$ cat src/anvmp_consts.vh
// Purpose: timing constants for the async memory port controller
// Assumes: 40 MHz mclk, 25 ns period
// Notes: all times round up to whole mclk cycles
`ifndef ANVMP_CONSTS_VH
`define ANVMP_CONSTS_VH
`define ANVMP_CLK_PERIOD_PS 25000
`define ANVMP_T_CYCLE_NS 35
`define ANVMP_T_ACCESS_NS 35
`define ANVMP_T_OE_ACCESS_NS 15
`define ANVMP_T_WP_NS 15
`define ANVMP_T_AV_END_NS 20
`define ANVMP_T_DATA_SETUP_NS 10
`define ANVMP_T_RECOVERY_NS 12
`define ANVMP_T_HIGH_NS 2
`define ANVMP_T_RELEASE_NS 15
`define ANVMP_T_STARTUP_NS 2000000
`define ANVMP_CYC_UP(ns) (((ns) * 1000 + `ANVMP_CLK_PERIOD_PS - 1) / `ANVMP_CLK_PERIOD_PS)
`endif

$ cat src/anvmp_delay.v
// Purpose: loadable down counter that times pin phases
// Assumes: load and count share mclk
// Notes: done is high while the count is zero
module anvmp_delay #(
	parameter W = 8
) (
	input wire mclk,
	input wire rst_n,
	input wire load,
	input wire [W-1:0] value,
	output wire done
);
	reg [W-1:0] cnt_reg;
	// Count down to zero, reload on request
	always @(posedge mclk)
	begin
		if (!rst_n)
			cnt_reg <= {W{1'b0}};
		else if (load)
			cnt_reg <= value;
		else if (cnt_reg != {W{1'b0}})
			cnt_reg <= cnt_reg - {{(W-1){1'b0}}, 1'b1};
	end
	assign done = (cnt_reg == {W{1'b0}});
endmodule // anvmp_delay

$ cat src/anvmp_ctrl.v
// Purpose: host controller for a 256K x 16 async non-volatile memory
// Assumes: one request at a time, taken when req_ready is high
// Notes: every pin comes from a flip-flop; read data is synchronised
// What this block does
// - Write enable stays high during reads
// - Deasserted strobes stay high 2 ns
// - Enable falls spaced 35 ns apart
// - Write pulse 15 ns, address 20 ns
// - Data stable 10 ns before write end
// - Enable-ended write keeps same minimums
// - Address held 12 ns after write end
// - Strobes high for 2 ms startup
`include "anvmp_consts.vh"
module anvmp_ctrl #(
	parameter AW = 18,
	parameter DW = 16,
	parameter STARTUP_CYC = `ANVMP_CYC_UP(`ANVMP_T_STARTUP_NS)
) (
	input wire mclk,
	input wire rst_n,
	input wire req_valid,
	input wire req_write,
	input wire [AW-1:0] req_addr,
	input wire [DW-1:0] req_wdata,
	input wire [1:0] req_byte_en,
	output reg req_ready,
	output reg rsp_valid,
	output reg [DW-1:0] rsp_rdata,
	output reg chip_enable_n,
	output reg write_enable_n,
	output reg output_enable_n,
	output reg upper_byte_enable_n,
	output reg lower_byte_enable_n,
	output reg [AW-1:0] mem_addr,
	output reg [DW-1:0] mem_dq_out,
	output reg mem_dq_oe,
	input wire [DW-1:0] mem_dq_in
);
	localparam CW = 8;
	// Cycle counts worked out wide, then cut to the timer width
	localparam integer ACC_I = `ANVMP_CYC_UP(`ANVMP_T_ACCESS_NS) + 1;
	localparam integer WP_I = `ANVMP_CYC_UP(`ANVMP_T_AV_END_NS);
	localparam integer REC_I = `ANVMP_CYC_UP(`ANVMP_T_RECOVERY_NS);
	localparam integer REL_I = `ANVMP_CYC_UP(`ANVMP_T_RELEASE_NS);
	localparam integer CYC_I = `ANVMP_CYC_UP(`ANVMP_T_CYCLE_NS);
	localparam integer HI_I = `ANVMP_CYC_UP(`ANVMP_T_HIGH_NS);
	localparam [CW-1:0] C_ACC = ACC_I[CW-1:0];
	localparam [CW-1:0] C_WP = WP_I[CW-1:0];
	localparam [CW-1:0] C_REC = REC_I[CW-1:0];
	localparam [CW-1:0] C_REL = REL_I[CW-1:0];
	localparam [CW-1:0] C_CYC = CYC_I[CW-1:0];
	localparam [CW-1:0] C_HI = HI_I[CW-1:0];
	localparam [2:0] S_BOOT = 3'h0;
	localparam [2:0] S_IDLE = 3'h1;
	localparam [2:0] S_RD = 3'h2;
	localparam [2:0] S_WR = 3'h3;
	localparam [2:0] S_REC = 3'h4;
	localparam [2:0] S_GAP = 3'h5;
	localparam [2:0] S_RSP = 3'h6;

	reg [2:0] state_reg;
	reg [2:0] state_next;
	reg [31:0] boot_reg;
	reg [DW-1:0] dq_meta_reg;
	reg [DW-1:0] dq_sync_reg;
	reg [CW-1:0] gap_reg;
	reg dly_load;
	reg [CW-1:0] dly_value;
	wire dly_done;
	wire gap_done;

	anvmp_delay #(.W(CW)) u_delay (
		.mclk(mclk),
		.rst_n(rst_n),
		.load(dly_load),
		.value(dly_value),
		.done(dly_done)
	);

	// Pin data passes two flops; the extra access cycle covers it
	always @(posedge mclk)
	begin
		dq_meta_reg <= mem_dq_in;
		dq_sync_reg <= dq_meta_reg;
	end

	// Startup hold after reset, strobes high meanwhile
	always @(posedge mclk)
	begin
		if (!rst_n)
			boot_reg <= 32'h0;
		else if (state_reg == S_BOOT)
			boot_reg <= boot_reg + 32'h1;
	end

	// Enable-fall to enable-fall spacing counter
	always @(posedge mclk)
	begin
		if (!rst_n)
			gap_reg <= 8'h0;
		else if (req_ready && req_valid)
			gap_reg <= C_CYC - 8'h1;
		else if (gap_reg != 8'h0)
			gap_reg <= gap_reg - 8'h1;
	end
	assign gap_done = (gap_reg == 8'h0);

	// Next state and phase timer loads
	always @*
	begin
		state_next = state_reg;
		dly_load = 1'b0;
		dly_value = 8'h0;
		case (state_reg)
			S_BOOT:
				if (boot_reg >= STARTUP_CYC)
					state_next = S_IDLE;
			S_IDLE:
				if (req_valid)
				begin
					dly_load = 1'b1;
					if (req_write)
					begin
						dly_value = C_WP;
						state_next = S_WR;
					end
					else
					begin
						dly_value = C_ACC;
						state_next = S_RD;
					end
				end
			S_RD:
				if (dly_done)
				begin
					dly_load = 1'b1;
					dly_value = C_REL;
					state_next = S_RSP;
				end
			S_WR:
				if (dly_done)
				begin
					dly_load = 1'b1;
					dly_value = C_REC;
					state_next = S_REC;
				end
			S_REC, S_RSP:
				if (dly_done)
				begin
					dly_load = 1'b1;
					dly_value = C_HI;
					state_next = S_GAP;
				end
			S_GAP:
				if (dly_done && gap_done)
					state_next = S_IDLE;
			default:
				state_next = S_BOOT;
		endcase
	end

	// Pin and handshake registers
	always @(posedge mclk)
	begin
		if (!rst_n)
		begin
			state_reg <= S_BOOT;
			req_ready <= 1'b0;
			rsp_valid <= 1'b0;
			rsp_rdata <= {DW{1'b0}};
			chip_enable_n <= 1'b1;
			write_enable_n <= 1'b1;
			output_enable_n <= 1'b1;
			upper_byte_enable_n <= 1'b1;
			lower_byte_enable_n <= 1'b1;
			mem_addr <= {AW{1'b0}};
			mem_dq_out <= {DW{1'b0}};
			mem_dq_oe <= 1'b0;
		end
		else
		begin
			state_reg <= state_next;
			req_ready <= (state_next == S_IDLE);
			rsp_valid <= 1'b0;
			case (state_reg)
				S_IDLE:
					if (req_valid)
					begin
						// Address, data and strobes launch together
						mem_addr <= req_addr;
						chip_enable_n <= 1'b0;
						upper_byte_enable_n <= ~req_byte_en[1];
						lower_byte_enable_n <= ~req_byte_en[0];
						if (req_write)
						begin
							write_enable_n <= 1'b0;
							output_enable_n <= 1'b1;
							mem_dq_out <= req_wdata;
							mem_dq_oe <= 1'b1;
						end
						else
						begin
							write_enable_n <= 1'b1;
							output_enable_n <= 1'b0;
							mem_dq_oe <= 1'b0;
						end
					end
				S_RD:
					if (dly_done)
					begin
						// Sample only after access plus sync delay
						rsp_rdata <= dq_sync_reg;
						rsp_valid <= 1'b1;
						chip_enable_n <= 1'b1;
						output_enable_n <= 1'b1;
						upper_byte_enable_n <= 1'b1;
						lower_byte_enable_n <= 1'b1;
					end
				S_WR:
					if (dly_done)
					begin
						// Both strobes rise; data and address held on
						write_enable_n <= 1'b1;
						chip_enable_n <= 1'b1;
						upper_byte_enable_n <= 1'b1;
						lower_byte_enable_n <= 1'b1;
					end
				S_REC:
					if (dly_done)
						mem_dq_oe <= 1'b0;
				default:
					mem_dq_oe <= mem_dq_oe;
			endcase
		end
	end
endmodule // anvmp_ctrl

$ cat config.mk
export PLATFORM = sky130hd
export DESIGN_NAME = anvmp_ctrl
export DESIGN_NICKNAME = d
export VERILOG_FILES = /design/src/anvmp_delay.v /design/src/anvmp_ctrl.v
export VERILOG_INCLUDE_DIRS = /design/src /design/src/src
export SDC_FILE = /design/constraint.sdc
export NUM_CORES = 1
export LEC_CHECK = 0
export BUFFER_PORTS_ARGS = -buffer_cell sky130_fd_sc_hd__clkbuf_2
export CAP_MARGIN = 20
export CORE_AREA = 2 2 103 105
export DETAILED_ROUTE_END_ITERATION = 10
export DIE_AREA = 0 0 105 107
export PLACE_DENSITY_LB_ADDON = 0.15
export SLEW_MARGIN = 20
export SYNTH_ARGS = -nofsm -noshare
export SYNTH_HDL_FRONTEND = slang
export SYNTH_SLANG_ARGS = --single-unit
$ cat constraint.sdc
create_clock -name mclk -period 2.4 [get_ports mclk]
set_input_delay 0.48 -clock mclk [delete_from_list [all_inputs] [get_ports mclk]]
set_output_delay 0.48 -clock mclk [all_outputs]
set_load 0.02 [all_outputs]
Yosys cells after proc, flatten, opt, wreduce, memory -nomap -nowiden:

Cells that the tools add are included.

* memories: 0
* bits in latches: 0
* ROM bits: 0
* RAM bits: 0
* bits in registers: 141
* output and inout port bits: 58

* $mul: 0
* div/mod/pow operators: 0
* bitwise logic cells: 3
* equal/unequal tests: 12
* muxes and demuxes: 34
* shift operators: 0
* reduce and logical (&&, ||, !) cells: 25
* order comparisons: 1
* add/subtract/negate cells: 3

Operator list (count)
* $add 32x1->32 const B: 1
* $ge 32x17->1 const B: 1
* $mux 3: 6
* $pmux 3 s6: 1
* $logic_not 8->1: 2
* $mux 8: 2
* $reduce_bool 8->1: 2
* $sub 8x1->8 const B: 2
* $mux 1: 15
* $reduce_and 3->1: 5
* $pmux 1 s2: 7
* $reduce_bool 2->1: 6
* $eq 3x3->1 const B: 3
* $ne 2x2->1 const B: 4
* $eq 3x1->1 const B: 2
* $eq 3x2->1 const B: 2
* $reduce_and 2->1: 3
* $reduce_or 2->1: 3
* $mux 2: 2
* $pmux 2 s2: 1
* $reduce_or 4->1: 1
* $logic_not 3->1: 1
* $not 1->1: 3
* $logic_and 1x1->1: 2
* $ne 2x1->1 const B: 1

Depth between registers and ports, before layout:

Gate-level depths: netlist of run 1.

* depth in word-level cells: 5
* mapped depth: 8

Cells and area by module:

A second synthesis of run 1 with hierarchy kept.

* cell total of the unflattened synthesis: 604
* area total of the unflattened synthesis: 5310.1 um2

By module, submodules not included
* anvmp_ctrl: cells each 553, sequential area each 2662.6 um2, instances 1, area each 4852.2 um2
* anvmp_delay: cells each 51, sequential area each 160.2 um2, instances 1, area each 457.9 um2

Worst setup path after synthesis of run 1:

Ideal clock, no wire load.

* kind: register to register
* start: reg u_delay.cnt_reg[0]
* end: reg lower_byte_enable_n
* cell stages (with the launch flop): 8
* buffers on the path: 1
* data required time: 2278 ps
* setup slack: 593 ps
* arrival: 1685 ps
* setup time: 122 ps
* path through: dfxtp_1 -> inv_1 -> ha_1 -> or4b_1 -> buf_6 -> o21a_1 -> nor4b_1 -> nor2_1

* longest elaborated chain between the ends: 3

RTL lines
* start: declaration: RTL line anvmp_delay.v:13 `reg [W-1:0] cnt_reg;`
* start signal: assignment: RTL line anvmp_delay.v:18 `cnt_reg <= {W{1'b0}};`
* start signal: assignment: RTL line anvmp_delay.v:20 `cnt_reg <= value;`
* start signal: assignment: RTL line anvmp_delay.v:22 `cnt_reg <= cnt_reg - {{(W-1){1'b0}}, 1'b1};`
* $logic_not 8->1: RTL line anvmp_delay.v:24 `assign done = (cnt_reg == {W{1'b0}});`
* $ne 2x1->1 (no line)
* $reduce_and 3->1 (no line)
* end signal: assignment: RTL line anvmp_ctrl.v:193 `lower_byte_enable_n <= ~req_byte_en[0];`
* end: declaration: RTL line anvmp_ctrl.v:33 `output reg lower_byte_enable_n,`

Every way passes these cells.
A chain may end at the register's enable or synchronous reset.

Worst setup path in the final report of run 1:

* start: reg u_delay.cnt_reg[0]
* end: reg upper_byte_enable_n

* longest elaborated chain between the ends: 3

RTL lines
* $logic_not 8->1: RTL line anvmp_delay.v:24
* $ne 2x1->1 (no line)
* $reduce_and 3->1 (no line)
* end signal: assignment: RTL line anvmp_ctrl.v:192 `upper_byte_enable_n <= ~req_byte_en[1];`
* end: declaration: RTL line anvmp_ctrl.v:32 `output reg upper_byte_enable_n,`

Every way passes these cells.

==> results of run 1 <==
## layer usage
layer / vias up / GRT usage, % / part of all wire [%]
li1: 2335 / - / -
met1: 2148 / 25.1 / 44
met2: 112 / 36.4 / 49
met3: 28 / 6.93 / 4.8
met4: 0 / 11.2 / 2.5
met5: - / 0 / 0
## layout make-up
class / count / area [µm²]
inverters: 12 / 45.0
fillers: 863 / 3390
clock inverters: 15 / 220
well taps: 136 / 170
repair buffers: 126 / 676
clock buffers: 17 / 414
multi-input cells: 418 / 2350
flip-flops and latches: 141 / 2820
## cell usage in the layout, fill, tap and decap left out, types with 2 or more instances in the layout
cell        synthesis  layout
nand3_1            14      14
a211oi_1            7       7
o31ai_1             9       9
dfxtp_1           141     141
nand2_1           134     134
clkbuf_16           0      16
inv_1              12      11
nor4_2              2       2
o21ai_0            14      14
xnor2_1             6       6
a21oi_1            73      73
nor4_1              9       9
or4b_1              2       2
clkbuf_2            0     113
or4_1              12      12
buf_4               1      12
nor2_1             30      30
o21a_1              5       5
o211ai_1            3       3
and3_1              8       8
xor2_1             10      10
o31a_1              3       3
nand2b_1            9       9
o311ai_0            2       2
clkinv_2            0       4
and4_1              5       5
clkinvlp_4          0       2
mux2i_1             6       6
or3_1               6       6
clkinv_4            0       3
nor4b_1             2       2
nand4_1            10      10
bufinv_16           0       5
and2_1              6       6
ha_1                5       5
nor3_1             10      10
## power by group through the flow
| stage | clock network [mW] | logic, mW | registers, mW |
|---|---|---|---|
| after floorplan | 0 | 0.673 | 2.65 |
| after global placement | 0 | 0.826 | 2.67 |
| after detailed placement | 0 | 0.866 | 2.68 |
| after CTS | 2.83 | 0.872 | 2.63 |
| after global routing | 2.94 | 0.982 | 2.66 |
| final | 2.79 | 0.874 | 2.64 |
## critical path, cell delays in order, from the launching register on
cell     delay, ps
dfxtp_1        320
inv_1           90
ha_1           240
or4b_1         660
o21a_1         290
nor4b_1        320
nor2_1          70
## how the worst max path moves through the flow
stage / from / to / cells after the start
global route: state_reg[1] / boot_reg[21] / 4
floorplan: u_delay.cnt_reg[0] / lower_byte_enable_n / 7
CTS: u_delay.cnt_reg[0] / upper_byte_enable_n / 6
finish: u_delay.cnt_reg[0] / upper_byte_enable_n / 6
detailed placement: u_delay.cnt_reg[0] / upper_byte_enable_n / 6
global placement: u_delay.cnt_reg[0] / lower_byte_enable_n / 6
## kinds of logic (layout without fill, tap and decap cells)
kind of cell | after synthesis | count (layout)
buffers and inverters | 45 | 170
and+or+nand+nor | 266 | 266
xor gates and xnor gates | 16 | 16
adders and majority gates | 5 | 5
AOI/OAI and AO/OA | 125 | 125
DFF | 141 | 141
muxes | 6 | 6
==> metrics.txt, run 1 <==
most numerous cell in the Yosys netlist=dfxtp_1; clock group share of total power=~44%; first-pass iteration count of the detailed router=5; Post-synth EDFFs=0; PwrDens=939 mW/mm²; Pint=~4.7 mW; R2R Setup Slk=300 ps; CP arrival=roughly 2500 ps; aggregate global-route resource usage=a little over a fifth; worst ir drop on vdd=slightly below 0.8 mV; number of synthesized register bits=approximately 140; Place WS=approximately 310 ps; fin area=around 0.0067 mm²; Net Sw Power=about 1.6 mW; die area=approximately 0.011 mm²; largest family of logic cells by synthesized area=simple AND/OR/NAND/NOR gates; area delta synth->final=25.2%; Final Util=between 60% and 70%; endpoints failing setup=0; dpl cells=between 800 and 900; largest cells by area after synthesis=dfxtp_1 (53%), nand2_1 (9.4%), a21oi_1 (6.8%), nor2_1 (2.1%), or4_1 (1.7%); hold depth=1; CP required=2810 ps; Detail Route Antenna Nets=0; reg2reg start=u_delay.cnt_reg[0]; Setup Buffers After CTS=0; post-route setup TNS=0 ps; Worst-Margin Slew=615 ps; drt via density=5.34; Initial DRC Count=roughly 200; CTS H-tree lvls=4; Synth async-reset ratio=0%; Non-Filler Instances=between 800 and 900; Synth Area in Adders=1.17%; Final period util=between 80% and 90%; Logic pwr share=roughly 14%; crit path kind=flop to flop; initial antenna violation count=0; final hold violation count=0; number of port buffers=113; die height=between 100 and 150 µm; layout cells sized above 1=23.2%; RR Endpoint=upper_byte_enable_n; clock skew=just over 6 ps; YS warnings=0; startpoint types=flop; post-synth top area share=~53%; routed wire length=approximately 12000 µm; max reg flops=32; Hold Buf Count CTS=0; WHS=between 50 and 60 ps; Worst Path Max Fanout=7; row cnt=37; first-pass GRT wire length=between 15000 and 20000 µm; post-cts resize count=0; vias in the first global route=around 4300; XOR/XNOR share of the synthesized area=under 10%; Final nets=777; Compound-Gate Fraction of Synth Area=roughly 14%; Max Freq=~0.48 GHz; post-layout power=6.30 mW; RSZ-0062 raised after global routing=no; Syn Nets=665; Max Cap Violations=0; HP Class=input pin to flop; max-slew violations=0; Num CTS Buffers=17; worst-skew pair later-pin latency=530 ps; Congestion Overflow GR=0; Final min period=~2100 ps; core box area=between 0.01 and 0.015 mm²; WHS Endpoint=dq_meta_reg[14]; Via Count=about 4600; Sink Count=approximately 140; r2r worst-path depth=6; simple-gate portion of the synthesized area=roughly a quarter; Cell variety after synth=49; post-synthesis sequential area ratio=a little over half; CP Capture Type=flop; relative slew slack=between 50% and 60%; synthesized area per cell=between 8 and 9 µm²; Ant. Diodes=0; Syn Inst Count=roughly 600; Net Sw Frac=between 20 and 30%; GPL Wtd Cong=0.851; status=finished clean; post-synth top area cell=dfxtp_1; hold path start=mem_dq_in[14]; Avg WL per Cell=roughly 14 µm; top cells by count, synth=dfxtp_1 (141), nand2_1 (134), a21oi_1 (73); clk root buf=clkbuf_8; HPWL after DPL=8110 µm; Top FF cell, synth=dfxtp_1; Placement Cell Area=0.00607 mm²; Clock Tree Buf Depth=2; pin count of the biggest net entering global routing=just under 80; worst setup margin=between 200 and 300 ps; Ports=approximately 110; Die W=105 µm; register share of total power=a little over two fifths; DR DRC count=0; CTS tree=built; initial core utilization=about 53%; post-synthesis mux area share=1.12%; leakage=between 2 and 3 nW; Post-Syn Area=between 0.005 and 0.006 mm²; Worst-path clk slew=~60 ps
Note: power is estimated with default switching activity, not from simulation.
==> run 2: changes to the inputs <==
- CORE_AREA: 2 2 103 105 -> 2 2 113 115
- CTS_CLUSTER_DIAMETER: default -> 30
- DIE_AREA: 0 0 105 107 -> 0 0 115 117
==> run 2 against run 1 <==
- routed wire length grew 1.3%
- highest routed layer unchanged
- cell count grew 1.6%
- largest cell class unchanged
- final area is 0.73% lower
- maximum frequency is 1.5% higher
- sequential power hardly changed
- count of clock-buffer cells in the layout is 5 higher
==> metrics.txt, run 2 (same netlist as run 1, synthesis figures left out) <==
CP startpoint=u_delay.cnt_reg[0]; Detail Route Antenna Nets=0 (unchanged); R2R Setup Slk=330 ps (+30 ps); max-slew violations=0 (unchanged); first-pass GRT wire length=19500 µm (-0.91%); Setup Buffers After CTS=0 (unchanged); post-cts resize count=0 (unchanged); max reg flops=32 (unchanged); met3 Resource Use GR=6.80% (-0.13 points); most frequent cells in the layout=dfxtp_1 (141), nand2_1 (134), clkbuf_2 (113); CTS H-tree lvls=4 (unchanged); initial core utilization=43.5% (-9.6 points); Net Sw Frac=26.7% (+0.85 points); Initial DRC Count=304 (+50%); Hold Buf Count CTS=0 (unchanged); final hold violation count=0 (unchanged); worst-skew pair later-pin latency=420 ps (-110 ps); layout cells sized above 1=22.9% (-0.27 points); HP Class=input pin to flop; Congestion Overflow GR=0 (unchanged); met2 Use GR=30.5% (-5.9 points); worst ir drop on vdd=0.649 mV (-16%); Net Sw Power=1.60 mW (-1.9%); number of port buffers=113 (unchanged); RSZ-0062 raised after global routing=no; RR Endpoint=upper_byte_enable_n; register share of total power=44.1% (+2.2 points); clock skew=7.45 ps (+1.23 ps); Clock Tree Buf Depth=2 (unchanged); die height=117 µm (+9.3%); Ant. Diodes=0 (unchanged); Max Cap Violations=0 (unchanged); area delta synth->final=24.3%; Avg WL per Cell=13.7 µm (-0.34%); core box area=0.0123 mm² (+22%); CP arrival=2370 ps (-150 ps); Worst-path clk slew=60 ps (about the same); first-pass iteration count of the detailed router=4 (-1); Ports=114 (unchanged); crit path kind=flop to flop; CP required=2700 ps (-110 ps); endpoints failing setup=0 (unchanged); reg2reg start=u_delay.cnt_reg[0]; Via Count=4584 (-0.84%); Pint=4.38 mW (-6.2%); Max Freq=0.483 GHz (+1.5%); aggregate global-route resource usage=18.4% (-3.4 points); initial antenna violation count=0 (unchanged); clk root buf=clkbuf_16; post-layout power=5.98 mW (-5.1%); status=finished clean; startpoint types=flop; fill count=1130 (+31%); Sink Count=141 (unchanged); Final nets=778 (+0.13%); HPWL after DPL=8260 µm (+1.8%); clock group share of total power=41.4% (-2.9 points); routed wire length=12100 µm (+1.3%); most common cell after layout, fill and taps aside=dfxtp_1; DR DRC count=0 (unchanged); Final Util=54.0% (-12 points); GPL Wtd Cong=0.824 (-3.2%); Num CTS Buffers=17 (unchanged); CP Capture Type=flop; gr busiest metal=met2; PwrDens=898 mW/mm² (-4.4%); r2r worst-path depth=6 (unchanged); vias in the first global route=4239 (-1.9%); drt via density=5.22 (-2.4%); Die W=115 µm (+9.5%); Worst-Margin Slew=620 ps (+5.39 ps); CP endpoint=upper_byte_enable_n; grt met1 use=21.8% (-3.3 points); relative slew slack=58.0% (-0.37 points); die area=0.0135 mm² (+20%); Final period util=86.3% (-1.3 points); Worst Path Max Fanout=7 (unchanged); Final min period=2070 ps (-30.9 ps); post-route setup TNS=0 ps (unchanged); leakage=2.62 nW (-1.2%); row cnt=41 (+11%); pin count of the biggest net entering global routing=53 (-31%); CTS tree=built; Logic pwr share=14.5% (+0.6 points)
-- run 2: changes by cell type in the layout (fill, tap and decap cells not counted) --
cell	before	now
clkbuf_1	0	2
inv_6	1	2
buf_4	12	13
clkinv_4	3	1
bufinv_16	5	1
clkbuf_8	1	3
clkbuf_16	16	17
clkinv_2	4	3
-- run 2: layer usage --
layer | share of wire [%] | wire length [µm] | vias up
met5 | 0 | 0 | -
met4 | 1.5 | 187 | 0
met3 | 4.6 | 552 | 13
met2 | 49 | 5890 | 81
met1 | 45 | 5440 | 2157
li1 | - | - | 2333
-- run 2: worst min path at each step --
stage / end / depth (start not counted) / startpoint / slack [ps]
floorplan: dq_sync_reg[0] / 0 / dq_meta_reg[0] / 310
global placement: dq_sync_reg[4] / 0 / dq_meta_reg[4] / 310
detailed placement: dq_sync_reg[5] / 0 / dq_meta_reg[5] / 310
CTS: dq_meta_reg[0] / 1 / mem_dq_in[0] / 140
global route: dq_meta_reg[14] / 1 / mem_dq_in[14] / 140
finish: dq_meta_reg[0] / 1 / mem_dq_in[0] / 150
-- run 2: area by class of cell --
| class | instances | area, µm² | area share (%) |
|---|---|---|---|
| multi-input cells | 418 | 2350 | 35.4 |
| inverters | 12 | 45.0 | 0.677 |
| clock inverters | 9 | 86.3 | 1.30 |
| repair buffers | 127 | 683 | 10.3 |
| flip-flops and latches | 141 | 2820 | 42.4 |
| clock buffers | 22 | 474 | 7.13 |
| well taps | 150 | 188 | 2.82 |
-- run 2: worst max-delay path: stages (launching register included) --
cell	delay, ps
dfxtp_1	320
inv_1	90
ha_1	230
or4b_1	670
o21a_1	280
nor4b_1	280
nor2_1	70
-- run 2: metrics by stage --
stage	cells	setup WS [ps]	area, µm²	hold slack (ps)
after detailed placement	848	356	6090	312
after floorplan	604	593	5360	310
final	879	329	6650	155
after global placement	848	410	6090	310
after CTS	879	334	6650	138
after global routing	879	118	6650	138
-- run 2: power groups by stage --
stage	Sequential (mW)	Clock [mW]	Combinational, mW
6_report	2.63	2.47	0.869
5_1_grt	2.66	2.63	0.991
4_1_cts	2.63	2.53	0.879
3_5_place_dp	2.68	0	0.865
3_3_place_gp	2.67	0	0.835
2_1_floorplan	2.65	0	0.673
==> run 3: changes to the inputs <==
- clock period: 2.4 -> 2.6 ns (I/O delays scaled with it)
==> run 3 against run 2 <==
- clock skew increased by 0.97 ps
- utilization increased by 0.53 points
- sequential share of layout area decreased by 0.41 points
- first-iteration DRC count decreased by 4.6%
- non-clock buffer count decreased by 2
- critical path depth decreased by 2
- via count increased by 0.57%
- largest power group is now clock
- highest routed layer unchanged
==> metrics.txt, run 3 (same netlist as run 1, synthesis figures left out) <==
hold depth=1 (unchanged); Final nets=776 (-0.26%); final hold violation count=0 (unchanged); endpoints failing setup=0 (unchanged); worst setup margin=519 ps (+190 ps); post-layout power=5.81 mW (-2.8%); Initial DRC Count=290 (-4.6%); RSZ-0062 raised after global routing=no; clock skew=8.42 ps (+0.971 ps); routed wire length=12100 µm (+0.17%); CP arrival=2430 ps (+60 ps); Worst Path Max Fanout=12 (+5); core box area=0.0123 mm² (unchanged); r2r worst-path depth=4 (-2); max-slew violations=0 (unchanged); Clock Tree Buf Depth=2 (unchanged); CTS tree=built; Placement Cell Area=0.00608 mm² (-0.25%); row cnt=41 (unchanged); crit path kind=flop to flop; worst ir drop on vdd=0.575 mV (-11%); post-route setup TNS=0 ps (unchanged); relative slew slack=60.5% (+2.5 points); Max Cap Violations=0 (unchanged); fin area=0.00672 mm² (+0.98%); worst-skew pair later-pin latency=420 ps (about the same); status=finished clean; aggregate global-route resource usage=18.7% (+0.24 points); number of port buffers=113 (unchanged); HP Class=input pin to flop; clk root buf=clkbuf_16; initial core utilization=43.5% (unchanged); CTS H-tree lvls=4 (unchanged); leakage=2.65 nW (+0.97%); Detail Route Antenna Nets=0 (unchanged); area delta synth->final=25.5%; CP required=2950 ps (+250 ps); layout cells sized above 1=22.9% (+0.031 points); PwrDens=864 mW/mm² (-3.8%); WHS=195 ps (+40.0 ps); Avg WL per Cell=13.8 µm (+0.28%); Ant. Diodes=0 (unchanged); most common cell after layout, fill and taps aside=dfxtp_1; Final min period=2080 ps (+10.1 ps); most frequent cells in the layout=dfxtp_1 (141), nand2_1 (134), clkbuf_2 (113); die area=0.0135 mm² (unchanged); startpoint types=flop; HPWL after DPL=8300 µm (+0.50%); Die W=115 µm (unchanged); Final period util=80.0% (-6.2 points); Place WS=519 ps (+163 ps); CP Capture Type=flop; vias in the first global route=4293 (+1.3%); Sink Count=141 (unchanged); Num CTS Buffers=17 (unchanged); Hold Buf Count CTS=0 (unchanged); Via Count=4610 (+0.57%); first-pass GRT wire length=19500 µm (+0.21%); initial antenna violation count=0 (unchanged); Worst-Margin Slew=584 ps (-36.3 ps); first-pass iteration count of the detailed router=4 (unchanged); dpl cells=846 (-0.24%); max reg flops=32 (unchanged); Max Freq=0.481 GHz (-0.49%); Ports=114 (unchanged); drt via density=5.25 (+0.68%); GPL Wtd Cong=0.835 (+1.3%); die height=117 µm (unchanged); Setup Buffers After CTS=0 (unchanged); Worst-path clk slew=60 ps (about the same); post-cts resize count=0 (unchanged); Final Util=54.6% (+0.53 points); fill count=1165 (+3.1%); DR DRC count=0 (unchanged); Congestion Overflow GR=0 (unchanged); pin count of the biggest net entering global routing=53 (unchanged); Non-Filler Instances=878 (-0.11%)
## run 3: cell count changes in the layout (fill, tap and decap cells not counted), sizes merged
cell	change
buf	-2
bufinv	+3
clkbuf	-2
## run 3: area by class of cell
type | count | area [µm²] | share of cell area [%]
inverter | 12 | 45.0 | 0.670
clock buffer | 20 | 457 | 6.80
tap | 150 | 188 | 2.79
sequential | 141 | 2820 | 42.0
timing repair buffer | 125 | 668 | 9.94
multi-input combinational | 418 | 2350 | 35.0
clock inverter | 12 | 184 | 2.74
## run 3: critical path: stages (launching register included)
cell	delay [ps]
dfxtp_1	450
nor3_4	420
nand3_1	380
or4_1	600
a21oi_1	150
## run 3: final timing paths
| check | slack [ps] | from | to |
|---|---|---|---|
| setup / recovery | 520 | state_reg[1] | boot_reg[24] |
| hold / removal | 190 | mem_dq_in[6] | dq_meta_reg[6] |
| setup reg to reg | 520 | state_reg[1] | boot_reg[24] |
| hold reg to reg | 330 | dq_meta_reg[11] | dq_sync_reg[11] |
## run 3: layer usage
layer / share of wire (%) / wire [µm] / GRT usage (%)
met2: 50 / 6080 / 30.1
met1: 43 / 5230 / 21.8
met4: 0.94 / 114 / 7.95
met5: 0 / 0 / 0
met3: 5.6 / 674 / 8.14
## run 3: where the power goes
part | switching, mW | internal, mW
Combinational | 0.443 | 0.335
Clock | 0.932 | 1.66
Sequential | 0.134 | 2.30
